File: src/core/iscg_defs.svh
// Constants for the serial card host glue: offsets, field positions, reset values.
// Assumes inclusion by bare name from the package and the glue module.
`ifndef ISCG_DEFS_SVH
`define ISCG_DEFS_SVH
// Decoded block and offsets inside it
`define ISCG_BLOCK_WORDS      8
`define ISCG_OFF_A_DATA       3'h0
`define ISCG_OFF_A_CTRL       3'h1
`define ISCG_OFF_B_DATA       3'h2
`define ISCG_OFF_B_CTRL       3'h3
`define ISCG_OFF_CTRL_STATUS  3'h4
// Lowest and highest base, as address bits 9..3
`define ISCG_BASE_MIN         7'h20
`define ISCG_BASE_MAX         7'h7F
// Control/status port fields
`define ISCG_BIT_TERM_RDY_A   0
`define ISCG_BIT_TERM_RDY_B   1
`define ISCG_BIT_DMA_EN       7
`define ISCG_CTRL_RESET       8'h00
// Factory strap values, switch bit high means open (address bit one)
`define ISCG_DEF_BASE_SW      7'h47
`define ISCG_DEF_IRQ_LINE     4'h8
// Full duplex on channel A: receive request on DMA 3, transmit on DMA 1, software enable
`define ISCG_DEF_DREQ_ROUTE   8'hA6
`define ISCG_DEF_DACK_ROUTE   6'h09
`endif

File: src/core/iscg_pkg.sv
// Types for the serial card host glue: strap fields, pin bundle, access states.
// Assumes iscg_defs.svh is on the include path.
`include "iscg_defs.svh"
package iscg_pkg;
  // Interrupt route header: line jumpers plus mode jumpers
  typedef struct packed {
    logic       shared;     // Several ports on one line
    logic       dedicated;  // This card alone drives the line
    logic [3:0] line;       // Bit 0 line 2/9, bit 1 line 3, bit 2 line 4, bit 3 line 5
  } iscg_irq_route_t;
  // DMA request route header, one bit per jumper position 1..8
  typedef struct packed {
    logic sw_enable; logic perm_enable; logic full_duplex; logic b_half;
    logic d1_a_only; logic d1_a_or_b;   logic d3_a_only;   logic d3_a_or_b;
  } iscg_dreq_route_t;
  // DMA acknowledge route header, positions 1..6
  typedef struct packed {
    logic single_d1; logic single_d3; logic a_only;
    logic chan_a_dma1_chan_b_dma3;      logic chan_a_dma3_chan_b_dma1;      logic both_ack;
  } iscg_dack_route_t;
  // Everything that arrives from outside the clock domain
  typedef struct packed {
    logic [9:0]       addr;
    logic             ior_n;
    logic             iow_n;
    logic             aen;
    logic [7:0]       data;
    logic [6:0]       base_sw;
    iscg_irq_route_t  irq_rt;
    iscg_dreq_route_t dreq_rt;
    iscg_dack_route_t dack_rt;
    logic             ctl_int;
    logic             req_a;
    logic             dtr_req_a;
    logic             req_b;
    logic             dack1_n;
    logic             dack3_n;
    logic [1:0]       dsr;
  } iscg_pins_t;
  typedef enum logic [2:0] {
    ISCG_IDLE = 3'b001,
    ISCG_RD   = 3'b010,
    ISCG_WR   = 3'b100
  } iscg_state_t;
endpackage

File: src/core/iscg_glue.sv
// Host bus glue for a two-channel serial adapter: I/O decode, board port,
// interrupt and DMA routing. Assumes all pins are asynchronous to clk and
// that the serial controller's own data path sits directly on the host bus.
//
// Operation
// Card answers a block of eight I/O addresses set by the base switch.
// Base lies from 100 to 3F8 hex, eight-aligned; low bits pick the port.
// Address bits 9..3 compare with switches; closed means zero, open means one.
// Offsets 0..3: channel A data, A control, B data, B control.
// Offset 4 selects the board control/status port.
// Interrupt goes to exactly one of lines 2/9, 3, 4, 5, or none.
// Dedicated mode drives the line alone; shared mode adds the pull-down.
// Full duplex: channel A uses DMA 1 and 3 together.
// Half duplex: one DMA channel, one direction at a time.
// DMA 3 or 1 goes to channel A only or either; B half-duplex enable.
// Acknowledge splits CHAN_A_DMA3_CHAN_B_DMA1 or CHAN_A_DMA1_CHAN_B_DMA3; single selector picks A or B.
// DMA drivers permanent, or follow port bit 7, or stay off.
// Reset clears the software DMA enable.
// Permanent enable ignores the software DMA enable bit.
// Factory straps: base 238, transmit DMA 1, receive DMA 3, line 5.
// Port write: bit 7 DMA enable, bits 0..1 terminal ready; read gives DSR.
// Controller select only for offsets 0..3; offsets 5..7 ignored.
// Host holds address stable and qualified by its strobe.
`timescale 1ns/1ns
`include "iscg_defs.svh"

module iscg_glue (
  input  wire logic                  clk,
  input  wire logic                  reset_n,
  input  wire iscg_pkg::iscg_pins_t  pins,
  output logic                       ctl_cs_n,
  output logic [1:0]                 ctl_port,
  output logic                       ctl_rd_n,
  output logic                       ctl_wr_n,
  output logic [7:0]                 data_out,
  output logic                       data_oe,
  output logic [3:0]                 irq_out,
  output logic [3:0]                 irq_oe,
  output logic                       irq_pulldown,
  output logic                       drq1_out,
  output logic                       drq3_out,
  output logic                       drq_oe,
  output logic                       dack_a_n,
  output logic                       dack_b_n,
  output logic                       term_rdy_a,
  output logic                       term_rdy_b
);
  import iscg_pkg::*;

  //////////////////////////////////////////////////////////////////////////
  // Two-flop synchroniser for every pin; only stage two is read by logic
  iscg_pins_t  sync1_q;
  iscg_pins_t  pin_q;
  always_ff @(posedge clk) begin
    sync1_q <= pins;
    pin_q   <= sync1_q;
  end

  //////////////////////////////////////////////////////////////////////////
  // Address decode: block match, valid base range, offset split
  wire logic [6:0] blk_addr  = pin_q.addr[9:3];
  wire logic [2:0] offset    = pin_q.addr[2:0];
  wire logic       base_ok   = (pin_q.base_sw >= `ISCG_BASE_MIN) &&
                               (pin_q.base_sw <= `ISCG_BASE_MAX);
  wire logic       blk_hit   = base_ok && !pin_q.aen &&
                               (blk_addr == pin_q.base_sw);
  wire logic       rd_act    = !pin_q.ior_n;
  wire logic       wr_act    = !pin_q.iow_n;
  wire logic       ctl_sel   = blk_hit && (offset <= `ISCG_OFF_B_CTRL);
  wire logic       port_sel  = blk_hit && (offset == `ISCG_OFF_CTRL_STATUS);

  //////////////////////////////////////////////////////////////////////////
  // Access tracker: a write to the board port commits once, at strobe entry
  iscg_state_t state_q;
  iscg_state_t state_d;
  always_comb begin
    state_d = state_q;
    case (state_q)
      ISCG_IDLE: begin
        if (rd_act) begin
          state_d = ISCG_RD;
        end else if (wr_act) begin
          state_d = ISCG_WR;
        end
      end
      ISCG_RD: begin
        if (!rd_act) begin
          state_d = ISCG_IDLE;
        end
      end
      ISCG_WR: begin
        if (!wr_act) begin
          state_d = ISCG_IDLE;
        end
      end
      default: state_d = ISCG_IDLE;
    endcase
  end

  // Commit only on entry, so a long strobe cannot re-write the port
  wire logic port_wr = (state_q == ISCG_IDLE) && !rd_act && wr_act && port_sel;

  //////////////////////////////////////////////////////////////////////////
  // Board control/status port; offsets 5..7 fall through unanswered
  logic       dma_en_q;
  logic [1:0] term_rdy_q;
  wire logic [7:0] ctrl_rst = `ISCG_CTRL_RESET;  // Port value after reset, taken bit by bit
  always_ff @(posedge clk) begin
    if (!reset_n) begin
      state_q    <= ISCG_IDLE;
      dma_en_q   <= ctrl_rst[`ISCG_BIT_DMA_EN];
      term_rdy_q <= ctrl_rst[`ISCG_BIT_TERM_RDY_B:`ISCG_BIT_TERM_RDY_A];
    end else begin
      state_q <= state_d;
      if (port_wr) begin
        dma_en_q   <= pin_q.data[`ISCG_BIT_DMA_EN];
        term_rdy_q <= pin_q.data[`ISCG_BIT_TERM_RDY_B:`ISCG_BIT_TERM_RDY_A];
      end
    end
  end

  // Read data: modem inputs in the two low bits, the rest read as zero
  wire logic [7:0] rd_data = {6'h00, pin_q.dsr};
  wire logic       rd_port = rd_act && port_sel;

  //////////////////////////////////////////////////////////////////////////
  // Interrupt route: exactly one line jumper, else the card stays off the bus
  wire logic [3:0] line_j   = pin_q.irq_rt.line;
  wire logic       one_line = (line_j != 4'h0) && ((line_j & (line_j - 4'h1)) == 4'h0);
  wire logic       mode_ded = pin_q.irq_rt.dedicated && !pin_q.irq_rt.shared;
  wire logic       mode_shr = pin_q.irq_rt.shared;
  // Dedicated drives both levels; shared only pulls high and lets the resistor return it
  wire logic [3:0] irq_oe_d  = !one_line ? 4'h0 :
                               mode_ded ? line_j :
                               (mode_shr && pin_q.ctl_int) ? line_j : 4'h0;
  wire logic [3:0] irq_out_d = pin_q.ctl_int ? line_j : 4'h0;

  //////////////////////////////////////////////////////////////////////////
  // DMA request routing
  iscg_dreq_route_t rq;
  assign rq = pin_q.dreq_rt;
  wire logic full_dx  = rq.full_duplex;
  // Half duplex: one request source only, never both directions
  wire logic half_src = rq.b_half ? pin_q.req_b : pin_q.req_a;
  wire logic drq3_d   = full_dx ? (rq.d3_a_only ? pin_q.req_a : pin_q.dtr_req_a) :
                        rq.d3_a_only ? pin_q.req_a :
                        rq.d3_a_or_b ? half_src : 1'b0;
  wire logic drq1_d   = full_dx ? (rq.d1_a_only ? pin_q.req_a : pin_q.dtr_req_a) :
                        rq.d1_a_only ? pin_q.req_a :
                        rq.d1_a_or_b ? half_src : 1'b0;
  // Jumper 7 wins outright; software bit counts only with jumper 8
  wire logic drv_en   = rq.perm_enable || (rq.sw_enable && dma_en_q);

  //////////////////////////////////////////////////////////////////////////
  // DMA acknowledge routing, acknowledges gated by the driver enable
  iscg_dack_route_t ak;
  assign ak = pin_q.dack_rt;
  wire logic ack1    = drv_en && !pin_q.dack1_n;
  wire logic ack3    = drv_en && !pin_q.dack3_n;
  wire logic ack_one = ak.both_ack ? (ack1 || ack3) :
                       ak.single_d3 ? ack3 :
                       ak.single_d1 ? ack1 : 1'b0;
  wire logic dack_a  = ak.chan_a_dma3_chan_b_dma1 ? ack3 :
                       ak.chan_a_dma1_chan_b_dma3 ? ack1 :
                       ak.a_only ? ack_one : 1'b0;
  wire logic dack_b  = ak.chan_a_dma3_chan_b_dma1 ? ack1 :
                       ak.chan_a_dma1_chan_b_dma3 ? ack3 :
                       !ak.a_only ? ack_one : 1'b0;

  //////////////////////////////////////////////////////////////////////////
  // Output flops; every pin leaves straight from a register
  always_ff @(posedge clk) begin
    if (!reset_n) begin
      ctl_cs_n     <= 1'b1;
      ctl_port     <= 2'h0;
      ctl_rd_n     <= 1'b1;
      ctl_wr_n     <= 1'b1;
      data_out     <= 8'h00;
      data_oe      <= 1'b0;
      irq_out      <= 4'h0;
      irq_oe       <= 4'h0;
      irq_pulldown <= 1'b0;
      drq1_out     <= 1'b0;
      drq3_out     <= 1'b0;
      drq_oe       <= 1'b0;
      dack_a_n     <= 1'b1;
      dack_b_n     <= 1'b1;
    end else begin
      ctl_cs_n     <= !(ctl_sel && (rd_act || wr_act));
      ctl_port     <= offset[1:0];
      ctl_rd_n     <= !(ctl_sel && rd_act);
      ctl_wr_n     <= !(ctl_sel && wr_act);
      data_out     <= rd_port ? rd_data : 8'h00;
      data_oe      <= rd_port;
      irq_out      <= irq_out_d;
      irq_oe       <= irq_oe_d;
      irq_pulldown <= one_line && mode_shr;
      drq1_out     <= drv_en && drq1_d;
      drq3_out     <= drv_en && drq3_d;
      drq_oe       <= drv_en;
      dack_a_n     <= !dack_a;
      dack_b_n     <= !dack_b;
    end
  end

  // Terminal-ready pins mirror the port bits held above
  assign term_rdy_a = term_rdy_q[0];
  assign term_rdy_b = term_rdy_q[1];
endmodule

File: config.mk
export PLATFORM = sky130hd
export DESIGN_NAME = iscg_glue
export DESIGN_NICKNAME = d
export VERILOG_FILES = /design/src/core/iscg_pkg.sv /design/src/core/iscg_glue.sv
export VERILOG_INCLUDE_DIRS = /design/src /design/src/core
export SDC_FILE = /design/constraint.sdc
export NUM_CORES = 1
export LEC_CHECK = 0
export BUFFER_PORTS_ARGS = -buffer_cell sky130_fd_sc_hd__buf_2
export CAP_MARGIN = 10
export CORE_ASPECT_RATIO = 1.25
export CORE_MARGIN = 5
export CORE_UTILIZATION = 54
export CTS_CLUSTER_DIAMETER = 30
export DETAILED_ROUTE_END_ITERATION = 16
export PLACE_DENSITY = 0.85
export SLEW_MARGIN = 20
export SYNTH_ARGS = -nofsm -noshare
export SYNTH_HDL_FRONTEND = slang
export SYNTH_SLANG_ARGS = --single-unit
File: constraint.sdc
create_clock -name clk -period 5.15 [get_ports clk]
set_clock_uncertainty 0.2 [all_clocks]
set_input_delay 1.03 -clock clk [delete_from_list [all_inputs] [get_ports clk]]
set_output_delay 1.03 -clock clk [all_outputs]
set_load 0.03 [all_outputs]
==> key figures, run 1 <==
Yosys
  • Synth Register Bits: 130
  • Synth Flop Type: dfxtp_1
  • EDFF count, synth: 0
  • Post-synth top area cell: dfxtp_1
  • Sequential share of the synthesized area: about four fifths
  • Post-synth top area share: 79.7%
  • Most frequent cells after synthesis: dfxtp_1, nand2_1, and3_1
  • Most common cell in the netlist: dfxtp_1
  • Synth top area cells: dfxtp_1, and3_1, buf_4
  • Avg Inst Size Synth: 14.3 um2
  • Synthesis warning total: 0
  • Post-synthesis cell count: around 230
  • Synth unique cells: 40
  • Asr flop ratio synth: 0%
  • Syn Std Cell Area: approximately 0.0033 mm2

Placed design
  • Port bufs: 76
  • Post-DP HPWL: 3530 um
  • Placed cells: between 300 and 400
  • Gpl congestion: approximately 0.76

Drt
  • Iteration-0 DRC Markers: 53
  • Routed vias/inst: 4.52
  • Antenna-violating nets left: 0
  • Drt wl/cell: 12.4 um
  • Initial DRT Pass Iterations: 4
  • Vias after detailed routing: about 1900
  • Total Routed Length: 5130 um
  • Final routed DRC violation total: 0

Floorplan
  • Core Region: 0.00586 mm2
  • FP Rows: 31
  • Initial Util: 55.7%
  • Die area: 0.00771 mm2
  • Die Wd: 79.5 um
  • Die height: 96.9 um
  • Ports: 88

Critical path
  • Cells along the critical path: buf_2
  • Max FO, Critical Path: 2
  • Setup Crit Path Kind: reg -> out
  • Critical-path top delay cell: dfxtp_1
  • Worst R2R End: term_rdy_q[1]
  • CP startpoint kind: flop
  • Worst Setup End Kind: primary output
  • CP required: slightly below 4 ns
  • Flop2flop setup slack: 3.26 ns
  • Crit Reg-Reg Startpoint: pin_q[45]
  • CP top delay family: flip-flops
  • CP max stage delay: 0.33 ns
  • Number of buffers and inverters on the critical path: 1
  • Worst r2r path cells: 4
  • Arrival time at the worst endpoint: 1.04 ns

Job
  • Max-cap viol count: 0

Cells and area
  • Nets: 378
  • Fraction of layout cells with a size suffix above 1: between 30% and 40%
  • Fillers: 374
  • Antenna diodes: 0
  • Final std cells w/o fill: about 420
  • Area grow syn2layout: 32.0%

STA
  • F_max: 0.441 GHz
  • Post-layout min period: 2.27 ns
  • Final Max Slew Viols: 0
  • Tcrit/Tclk final: 44.0%
  • Final setup viols: 0
  • Setup TNS: 0 ns
  • RSZ-0062 raised after global routing: no
  • Final Hold Viols: 0

CTS
  • CTS Buf Count: 17
  • Setup Fix Bufs, Post-CTS: 0
  • Root Buffer: clkbuf_8
  • Cts repair resizes: 0
  • Clock sinks: 130
  • Reg clk slew, reported paths: 0.06 ns
  • Longest Clk Path Bufs: 2
  • CTS tree: done
  • Clock latency on the worst-skew pair: 0.51 ns
  • Hold-fix buffers at CTS: 0
  • H-tree depth: 4

Global route
  • Number of global-route vias before repair: 1981
  • Initial antenna violation count: 0
  • Largest net degree at the start of global routing: 23
  • Total gr overflow: 0
  • Global Route Usage Sum: 15.4%
  • Global-route wire length before repair: ~9000 um

Hold path
  • Hold_sp: sync1_q[2]
  • Hold path depth: 0
  • Hold WC Path Type: reg -> reg
  • Hold Path End: pin_q[2]

Power
  • PD cells: around 530 mW/mm2
  • Max VDD drop: ~0.39 mV
  • Leakage dissipation: roughly 2.0 nW

Outcome
  • Status: finished clean
==> how the worst max path moves through the flow <==
| stage | endpoint | startpoint | slack, ns | cells past startpoint |
|---|---|---|---|---|
| 3_5_place_dp | irq_oe[2] | reset_n | 3.03 | 3 |
| 2_1_floorplan | drq1_out | reset_n | 3.35 | 3 |
| 5_1_grt | term_rdy_a | term_rdy_q[0] | 2.82 | 1 |
| 4_1_cts | term_rdy_b | term_rdy_q[1] | 2.85 | 1 |
| 6_report | term_rdy_a | term_rdy_q[0] | 2.88 | 1 |
| 3_3_place_gp | irq_oe[1] | reset_n | 3.07 | 3 |
==> through the flow <==
stage / hold WS (ns) / utilization, % / cell area [um2] / total power [mW] / worst slack [ns]
after floorplan: 0.110 / - / 3280 / 1.14 / 3.35
after global placement: 0.110 / 63.4 / 3710 / 1.17 / 3.07
after detailed placement: 0.112 / 63.4 / 3710 / 1.17 / 3.03
after CTS: 0.124 / 73.6 / 4310 / 2.32 / 2.85
after global routing: 0.130 / 73.6 / 4310 / 2.39 / 2.82
final: 0.123 / 73.6 / 4310 / 2.29 / 2.88
==> placed cells by master (no fill, tap or decap), drive strengths merged, types with 5 or more instances in the layout <==
cell type  synthesis  layout
dfxtp            130     130
buf                6      76
clkbuf             2      21
nand2             12      12
and3               9       9
conb               1       6
inv                5       6
nor2b              5       5
xor2               5       5
nor2               5       5
clkinv             0       5
==> state kept, by name, indices dropped and copies added (netlist names), 2 cells and up <==
signal and count:
offset 3, term_rdy_q 2, state_q 3, blk_addr 7, data_out 2, ctl_port 2
irq_out 4, irq_oe 4, ak 6, pin_q 29, line_j 4, sync1_q 51
==> routing by layer <==
| metal | up-vias | global-route usage, % | routed length, um |
|---|---|---|---|
| li1 | 939 | - | - |
| met1 | 855 | 15.0 | 1680 |
| met2 | 67 | 25.7 | 2890 |
| met3 | 13 | 7.62 | 434 |
| met4 | 0 | 9.26 | 124 |
| met5 | - | 0 | 0 |
==> cell type report <==
cell class	count	area, um2	share of cell area (%)
clock buffer	21	469	10.9
clock inverter	11	128	2.96
inverter	5	18.8	0.435
multi-input combinational	90	609	14.1
sequential	130	2600	60.4
tap	82	103	2.38
timing repair buffer	76	380	8.82
==> cells by family (layout without fill, tap and decap cells) <==
kind of cell	Yosys count	count (layout)	synth area share, %
DFF	130	130	79.7
and+or+nand+nor	50	50	9.58
AOI/OAI and AO/OA	20	20	4.18
buffers and inverters	13	113	2.18
xor gates and xnor gates	9	9	2.64
muxes	5	5	1.57
other	1	6	0.115
==> power breakdown <==
group | leakage (nW) | switching, mW | total, mW | internal [mW]
logic | 0.581 | 0.0398 | 0.0733 | 0.0335
clock network | 0.287 | 0.402 | 1.14 | 0.740
registers | 1.09 | 0.0202 | 1.08 | 1.06
No activity file was read; power rests on OpenSTA's default activity.
==> run 2: changes to the inputs <==
- ABC_AREA: not set -> 1
- CORE_UTILIZATION: 54 -> 50
- PLACE_DENSITY: 0.85 -> 0.79
- clock period: 5.15 -> 2.4 ns (I/O delays scaled with it)
==> run 2 against run 1 <==
Net effect: non-clock buffer count increased by 51; combinational power increased to 3.4 times the previous value; count of clock-buffer cells in the layout decreased by 4; final cell count increased by 30%; global-route usage increased by 1.8 points; worst setup slack got worse by 2.2 ns; first-iteration DRC count increased by 38%; critical path depth unchanged; routed wire length increased by 30%; sequential power increased by 110%; area after synthesis increased by 2.3%.
==> key figures, run 2 <==
Outcome
  • Status: finished clean

STA
  • Final setup viols: 0 (unchanged)
  • Minimum hold slack: 0.0861 ns (-0.0367 ns)
  • Final Max Slew Viols: 0 (unchanged)
  • Tcrit/Tclk final: 71.8%
  • Final Hold Viols: 0 (unchanged)
  • F_max: 0.580 GHz
  • RSZ-0062 raised after global routing: no
  • Setup TNS: 0 ns (unchanged)
  • Post-layout min period: 1.72 ns

Cells and area
  • Biggest register: sync1_q
  • Final Util: 75.1% (+1.5 points)
  • Most common library cell in the layout ignoring fill and taps: dfxtp_1
  • Design area: 0.00490 mm2 (+14%)
  • Largest register FFs: 51 (unchanged)
  • Area grow syn2layout: 46.7%
  • Antenna diodes: 0 (unchanged)
  • Fraction of layout cells with a size suffix above 1: 24.5% (-9.7 points)
  • Nets: 498 (+32%)
  • Most frequent cells in the layout: dfxtp_1, buf_2, dlygate4sd3_1, nand2_1, inv_1
  • Final std cells w/o fill: 540 (+30%)

Drt
  • Antenna-violating nets left: 0 (unchanged)
  • Drt wl/cell: 12.4 um (+0.29%)
  • Iteration-0 DRC Markers: 73 (+38%)
  • Initial DRT Pass Iterations: 4 (unchanged)
  • Total Routed Length: 6690 um (+30%)
  • Final routed DRC violation total: 0 (unchanged)
  • Vias after detailed routing: 2294 (+22%)
  • Routed vias/inst: 4.25 (-5.9%)

Job
  • Max-cap viol count: 0 (unchanged)

Global route
  • Gr busiest metal: met2
  • Global-route wire length before repair: 10800 um (+24%)
  • Met3 global-route usage: 7.81% (+0.19 points)
  • M1 GR Usage: 15.4% (+0.45 points)
  • Total gr overflow: 0 (unchanged)
  • Initial antenna violation count: 0 (unchanged)
  • Number of global-route vias before repair: 2403 (+21%)
  • Largest net degree at the start of global routing: 17 (-26%)
  • Global Route Usage Sum: 17.3% (+1.8 points)
  • Met2 usage: 31.2% (+5.5 points)

Critical path
  • Max FO, Critical Path: 2 (unchanged)
  • CP top delay family: flip-flops
  • Critical-path top delay cell: dfxtp_1
  • Crit Reg-Reg Startpoint: pin_q[32]
  • Number of buffers and inverters on the critical path: 1 (unchanged)
  • CP required: 1.72 ns (-2.20 ns)
  • Setup Crit Path Kind: reg -> out
  • Cells along the critical path: buf_2
  • Arrival time at the worst endpoint: 1.04 ns (about the same)
  • CP startpoint kind: flop
  • CP startpoint: term_rdy_q[0]
  • Worst Setup End Kind: primary output
  • CP max stage delay: 0.33 ns (about the same)

Power
  • PD cells: 1040 mW/mm2 (+95%)
  • Clock share of power: 49.7% (about the same)
  • P_sw: 1.10 mW (+140%)
  • Leakage dissipation: 2.37 nW (+21%)
  • Part of the power in combinational logic: 4.9% (+1.7 points)
  • Cell Int Power: 3.98 mW (+120%)
  • Sw frac: 21.7% (+1.5 points)
  • Sequential Power Share: 45.4% (-1.6 points)
  • Max VDD drop: 0.835 mV (+120%)

Yosys
  • Post-synth top area cell: dfxtp_1
  • Avg Inst Size Synth: 11.3 um2 (-21%)
  • Asr flop ratio synth: 0% (unchanged)
  • XOR/XNOR Fraction of Synth Area: 0.262% (-2.4 points)
  • Post-synthesis cell count: 296 (+30%)
  • Synth Flop Type: dfxtp_1
  • Synth unique cells: 23 (-43%)
  • Synth top area cells: dfxtp_1, nand2_1, inv_1
  • Post-Synth Adder-Cell Area: 0% (unchanged)
  • Syn Std Cell Area: 0.00334 mm2 (+2.3%)
  • EDFF count, synth: 0 (unchanged)
  • Main combinational cell family by area after synthesis: simple AND/OR/NAND/NOR gates
  • Synth Area in Compound Gates: 3.11% (-1.1 points)
  • Most common cell in the netlist: dfxtp_1
  • Post-Synth Simple-Gate Area: 12.0% (+2.4 points)
  • Synth Register Bits: 130 (unchanged)
  • Mux cell area share after synthesis: 0.300% (-1.3 points)
  • Most frequent cells after synthesis: dfxtp_1, nand2_1, inv_1
  • Post-synth top area share: 77.9% (-1.8 points)
  • Synthesis warning total: 0 (unchanged)
  • Sequential share of the synthesized area: 77.9% (-1.8 points)

CTS
  • Reg clk slew, reported paths: 0.06 ns (about the same)
  • Longest Clk Path Bufs: 2 (unchanged)
  • Clock latency on the worst-skew pair: 0.51 ns (about the same)
  • Clock sinks: 130 (unchanged)
  • Root Buffer: clkbuf_8
  • CTS tree: done
  • H-tree depth: 4 (unchanged)
  • CTS Buf Count: 17 (unchanged)

Placed design
  • Placed cells: 457 (+19%)
  • Placed Area: 0.00379 mm2 (+2.1%)
  • Post-DP HPWL: 3640 um (+3.1%)
  • Port bufs: 76 (unchanged)
  • Gpl congestion: 0.782 (+3.3%)

Floorplan
  • Core Region: 0.00652 mm2 (+11%)
  • Initial Util: 51.2% (-4.5 points)
  • FP Rows: 33 (+6.5%)
  • Die Wd: 83.1 um (+4.5%)
  • Die height: 101 um (+4.6%)
  • Ports: 88 (unchanged)
  • Die area: 0.00843 mm2 (+9.3%)

Hold path
  • Hold WC Path Type: in -> reg
  • Hold_sp: reset_n
==> run 2: final timing paths <==
kind                end  slack (ns)  depth (start not counted)
max reg2reg    dma_en_q        0.91                          9
min reg2reg   pin_q[18]        0.13                          0
min          state_q[0]        0.09                          2
max          term_rdy_a        0.68                          1
==> run 2: power by group through the flow <==
stage          registers (mW)  logic (mW)  clock network, mW
2_1_floorplan            2.36      0.0930                  0
3_3_place_gp             2.34       0.167                  0
3_5_place_dp             2.35       0.174                  0
6_report                 2.31       0.247               2.52
5_1_grt                  2.32       0.270               2.69
4_1_cts                  2.31       0.240               2.56
==> run 2: cells by family (layout without fill, tap and decap cells) <==
kind of cell | count (synthesis) | in the layout
XOR/XNOR | 1 | 1
buffers and inverters | 48 | 200
AO/OA/AOI/OAI | 18 | 18
AND/OR/NAND/NOR | 97 | 97
multiplexers | 1 | 1
other | 1 | 6
flip-flops | 130 | 130
==> run 2: metrics by stage <==
stage / setup slack (ns) / power [mW]
global placement: 0.744 / 2.51
CTS: 0.640 / 5.10
floorplan: 1.06 / 2.46
finish: 0.676 / 5.08
detailed placement: 0.694 / 2.52
global route: 0.620 / 5.28
==> run 2: area by class of cell <==
class                           instances  area, um2
Multi-Input combinational cell        123        547
Clock buffer                           17        414
Sequential cell                       130       2600
Timing Repair Buffer                  127        891
Inverter                               41        154
Tap cell                               87        109
Clock inverter                         15        183
Fill cell                             412       1620
==> run 2: layer usage <==
layer | share of wire (%) | up-vias
met3 | 5.6 | 14
met2 | 56 | 69
met1 | 36 | 1034
met4 | 2.2 | 0
met5 | 0 | -
li1 | - | 1177
==> run 2: repair_timing <==
action,in CTS,in global routing
gates resized for setup,0,0
buffers inserted,0,0
hold endpoints to repair,51,0
hold buffers,51,0
==> run 3: changes to the inputs <==
- CORE_UTILIZATION: 50 -> 45
- PLACE_DENSITY: 0.79 -> 0.76
- clock period: 2.4 -> 1.43 ns (I/O delays scaled with it)
==> run 3 against run 2 <==
Net effect: the flow now finishes with violations (setup timing); critical path depth increased by 9; final cell count increased by 1.5%; total power increased by 66%; critical path type is now reg -> reg; largest cell class unchanged.
==> key figures, run 3 (synthesis gave the netlist of run 2 again) <==
Outcome
  • Status: finished, violations left
  • Failing checks: setup timing

Global route
  • Largest net degree at the start of global routing: 17 (unchanged)
  • Global-route wire length before repair: 10900 um (+0.51%)
  • Total gr overflow: 0 (unchanged)
  • Initial antenna violation count: 0 (unchanged)
  • Number of global-route vias before repair: 2460 (+2.4%)
  • Global Route Usage Sum: 15.8% (-1.4 points)

Critical path
  • Worst Setup End Kind: flop
  • CP startpoint kind: flop
  • Arrival time at the worst endpoint: 1.73 ns (+0.69 ns)
  • CP required: 1.66 ns (-0.06 ns)
  • Max FO, Critical Path: 6 (+4)
  • Setup Crit Path Kind: reg -> reg

CTS
  • Root Buffer: clkbuf_8
  • H-tree depth: 4 (unchanged)
  • Longest Clk Path Bufs: 2 (unchanged)
  • Reg clk slew, reported paths: 0.06 ns (about the same)
  • CTS tree: done
  • Clock sinks: 130 (unchanged)
  • Clock latency on the worst-skew pair: 0.50 ns (about the same)
  • CTS Buf Count: 17 (unchanged)

Drt
  • Iteration-0 DRC Markers: 95 (+30%)
  • Routed vias/inst: 4.21 (-0.86%)
  • Total Routed Length: 6710 um (+0.18%)
  • Drt wl/cell: 12.2 um (-1.3%)
  • Vias after detailed routing: 2308 (+0.61%)
  • Antenna-violating nets left: 0 (unchanged)
  • Initial DRT Pass Iterations: 4 (unchanged)
  • Final routed DRC violation total: 0 (unchanged)

STA
  • Minimum hold slack: 0.122 ns (+0.0362 ns)
  • F_max: 0.664 GHz
  • Setup TNS: -0.368 ns (-0.368 ns)
  • Worst Tran Pin Value: 0.512 ns
  • Final Hold Viols: 0 (unchanged)
  • RSZ-0062 raised after global routing: yes
  • Post-layout min period: around 1.5 ns
  • Final setup viols: 11 (+11)
  • Final Max Slew Viols: 0 (unchanged)
  • Setup ws final: -0.0754 ns (-0.752 ns)
  • Tcrit/Tclk final: 105%
  • Slew HR: approximately 66%

Floorplan
  • FP Rows: 35 (+6.1%)
  • Ports: 88 (unchanged)
  • Die area: 0.00926 mm2 (+9.9%)
  • Core Region: 0.00731 mm2 (+12%)
  • Initial Util: 45.7% (-5.5 points)
  • Die height: 106 um (+4.9%)
  • Die Wd: 87.1 um (+4.8%)

Cells and area
  • Fraction of layout cells with a size suffix above 1: 33.3% (+8.8 points)
  • Largest register FFs: 51 (unchanged)
  • Antenna diodes: 0 (unchanged)
  • Most frequent cells in the layout: dfxtp_1, dlygate4sd3_1, buf_2, nand2_1, inv_1
  • Nets: 502 (+0.80%)
  • Most common library cell in the layout ignoring fill and taps: dfxtp_1
  • Biggest register: sync1_q
  • Area grow syn2layout: 53.6%
  • Final Util: 70.2% (-4.9 points)

Placed design
  • Port bufs: 76 (unchanged)
  • Pre-CTS setup slack: -0.0140 ns (-0.708 ns)
  • Post-DP HPWL: 3760 um (+3.4%)
  • Gpl congestion: 0.740 (-5.3%)

Power
  • Part of the power in combinational logic: 5.3% (+0.4 points)
  • PD cells: 1650 mW/mm2 (+59%)
  • Design Power: 8.45 mW (+66%)
  • P_sw: 1.72 mW (+56%)
  • Max VDD drop: 1.42 mV (+70%)
  • Sequential Power Share: 46.0% (+0.6 points)
  • Sw frac: 20.4% (-1.3 points)
  • Leakage dissipation: 2.41 nW (+1.8%)
  • Clock share of power: 48.7% (-1.0 points)
  • Cell Int Power: 6.73 mW (+69%)

Hold path
  • Hold WC Path Type: reg -> reg

Job
  • Max-cap viol count: 0 (unchanged)
run 3: changes by cell type in the layout (fill, tap and decap cells not counted), moves of 3 or more:
cell / before / now
buf_2: 76 / 52
inv_6: 3 / 0
buf_4: 0 / 3
dfxtp_2: 0 / 30
inv_2: 0 / 6
inv_1: 41 / 35
buf_6: 0 / 24
clkinv_4: 3 / 0
o21ai_0: 7 / 4
dfxtp_1: 130 / 100
clkbuf_1: 0 / 3
run 3: layer usage:
layer	share of wire [%]	track usage, %
met5	0	0
met2	56	28.4
met4	2.7	7.57
met1	36	15.4
met3	4.8	6.28
run 3: timing repair:
item | 4_1_cts | 5_1_grt
endpoints found under the hold margin | 59 | 0
hold buffers | 52 | 0
setup endpoints to repair | 28 | 40
buffers inserted | 1 | 1
resized for setup | 80 | 14
pin swaps | 2 | 4
run 3: area by class of cell:
type | count | area, um2
tap | 92 | 115
sequential | 130 | 2640
multi-input combinational | 123 | 574
clock buffer | 21 | 439
fill | 498 | 2180
clock inverter | 10 | 135
inverter | 41 | 154
timing repair buffer | 131 | 1070
run 3: metrics by stage:
step / std cells / area [um2]
after floorplan: 301 / 3360
after global placement: 463 / 3810
after detailed placement: 463 / 3810
after CTS: 547 / 5100
after global routing: 548 / 5130
final: 548 / 5130
run 3: final timing paths:
check | start | to | slack (ns) | cells past startpoint
setup / recovery | pin_q[34] | dma_en_q | -0.08 | 10
hold / removal | sync1_q[48] | offset[2] | 0.12 | 0
setup reg to reg | pin_q[34] | dma_en_q | -0.08 | 10
hold reg to reg | sync1_q[48] | offset[2] | 0.12 | 0
run 3: power by group through the flow:
stage               registers (mW)  clock network (mW)  logic [mW]
floorplan                     3.97                   0       0.156
global placement              3.94                   0       0.283
detailed placement            3.94                   0       0.297
CTS                           3.88                4.19       0.434
global route                  3.90                4.38       0.490
finish                        3.89                4.11       0.449
run 3: worst max-delay path: stages (launching register included):
cell and delay [ns]:
dfxtp_2 0.35, inv_2 0.04, nand2_2 0.05, nand2_1 0.05, nor2_1 0.10, nand2_1 0.10
nor2_2 0.18, nand3_4 0.12, nand2_1 0.10, nand2_1 0.05, nor2_1 0.09
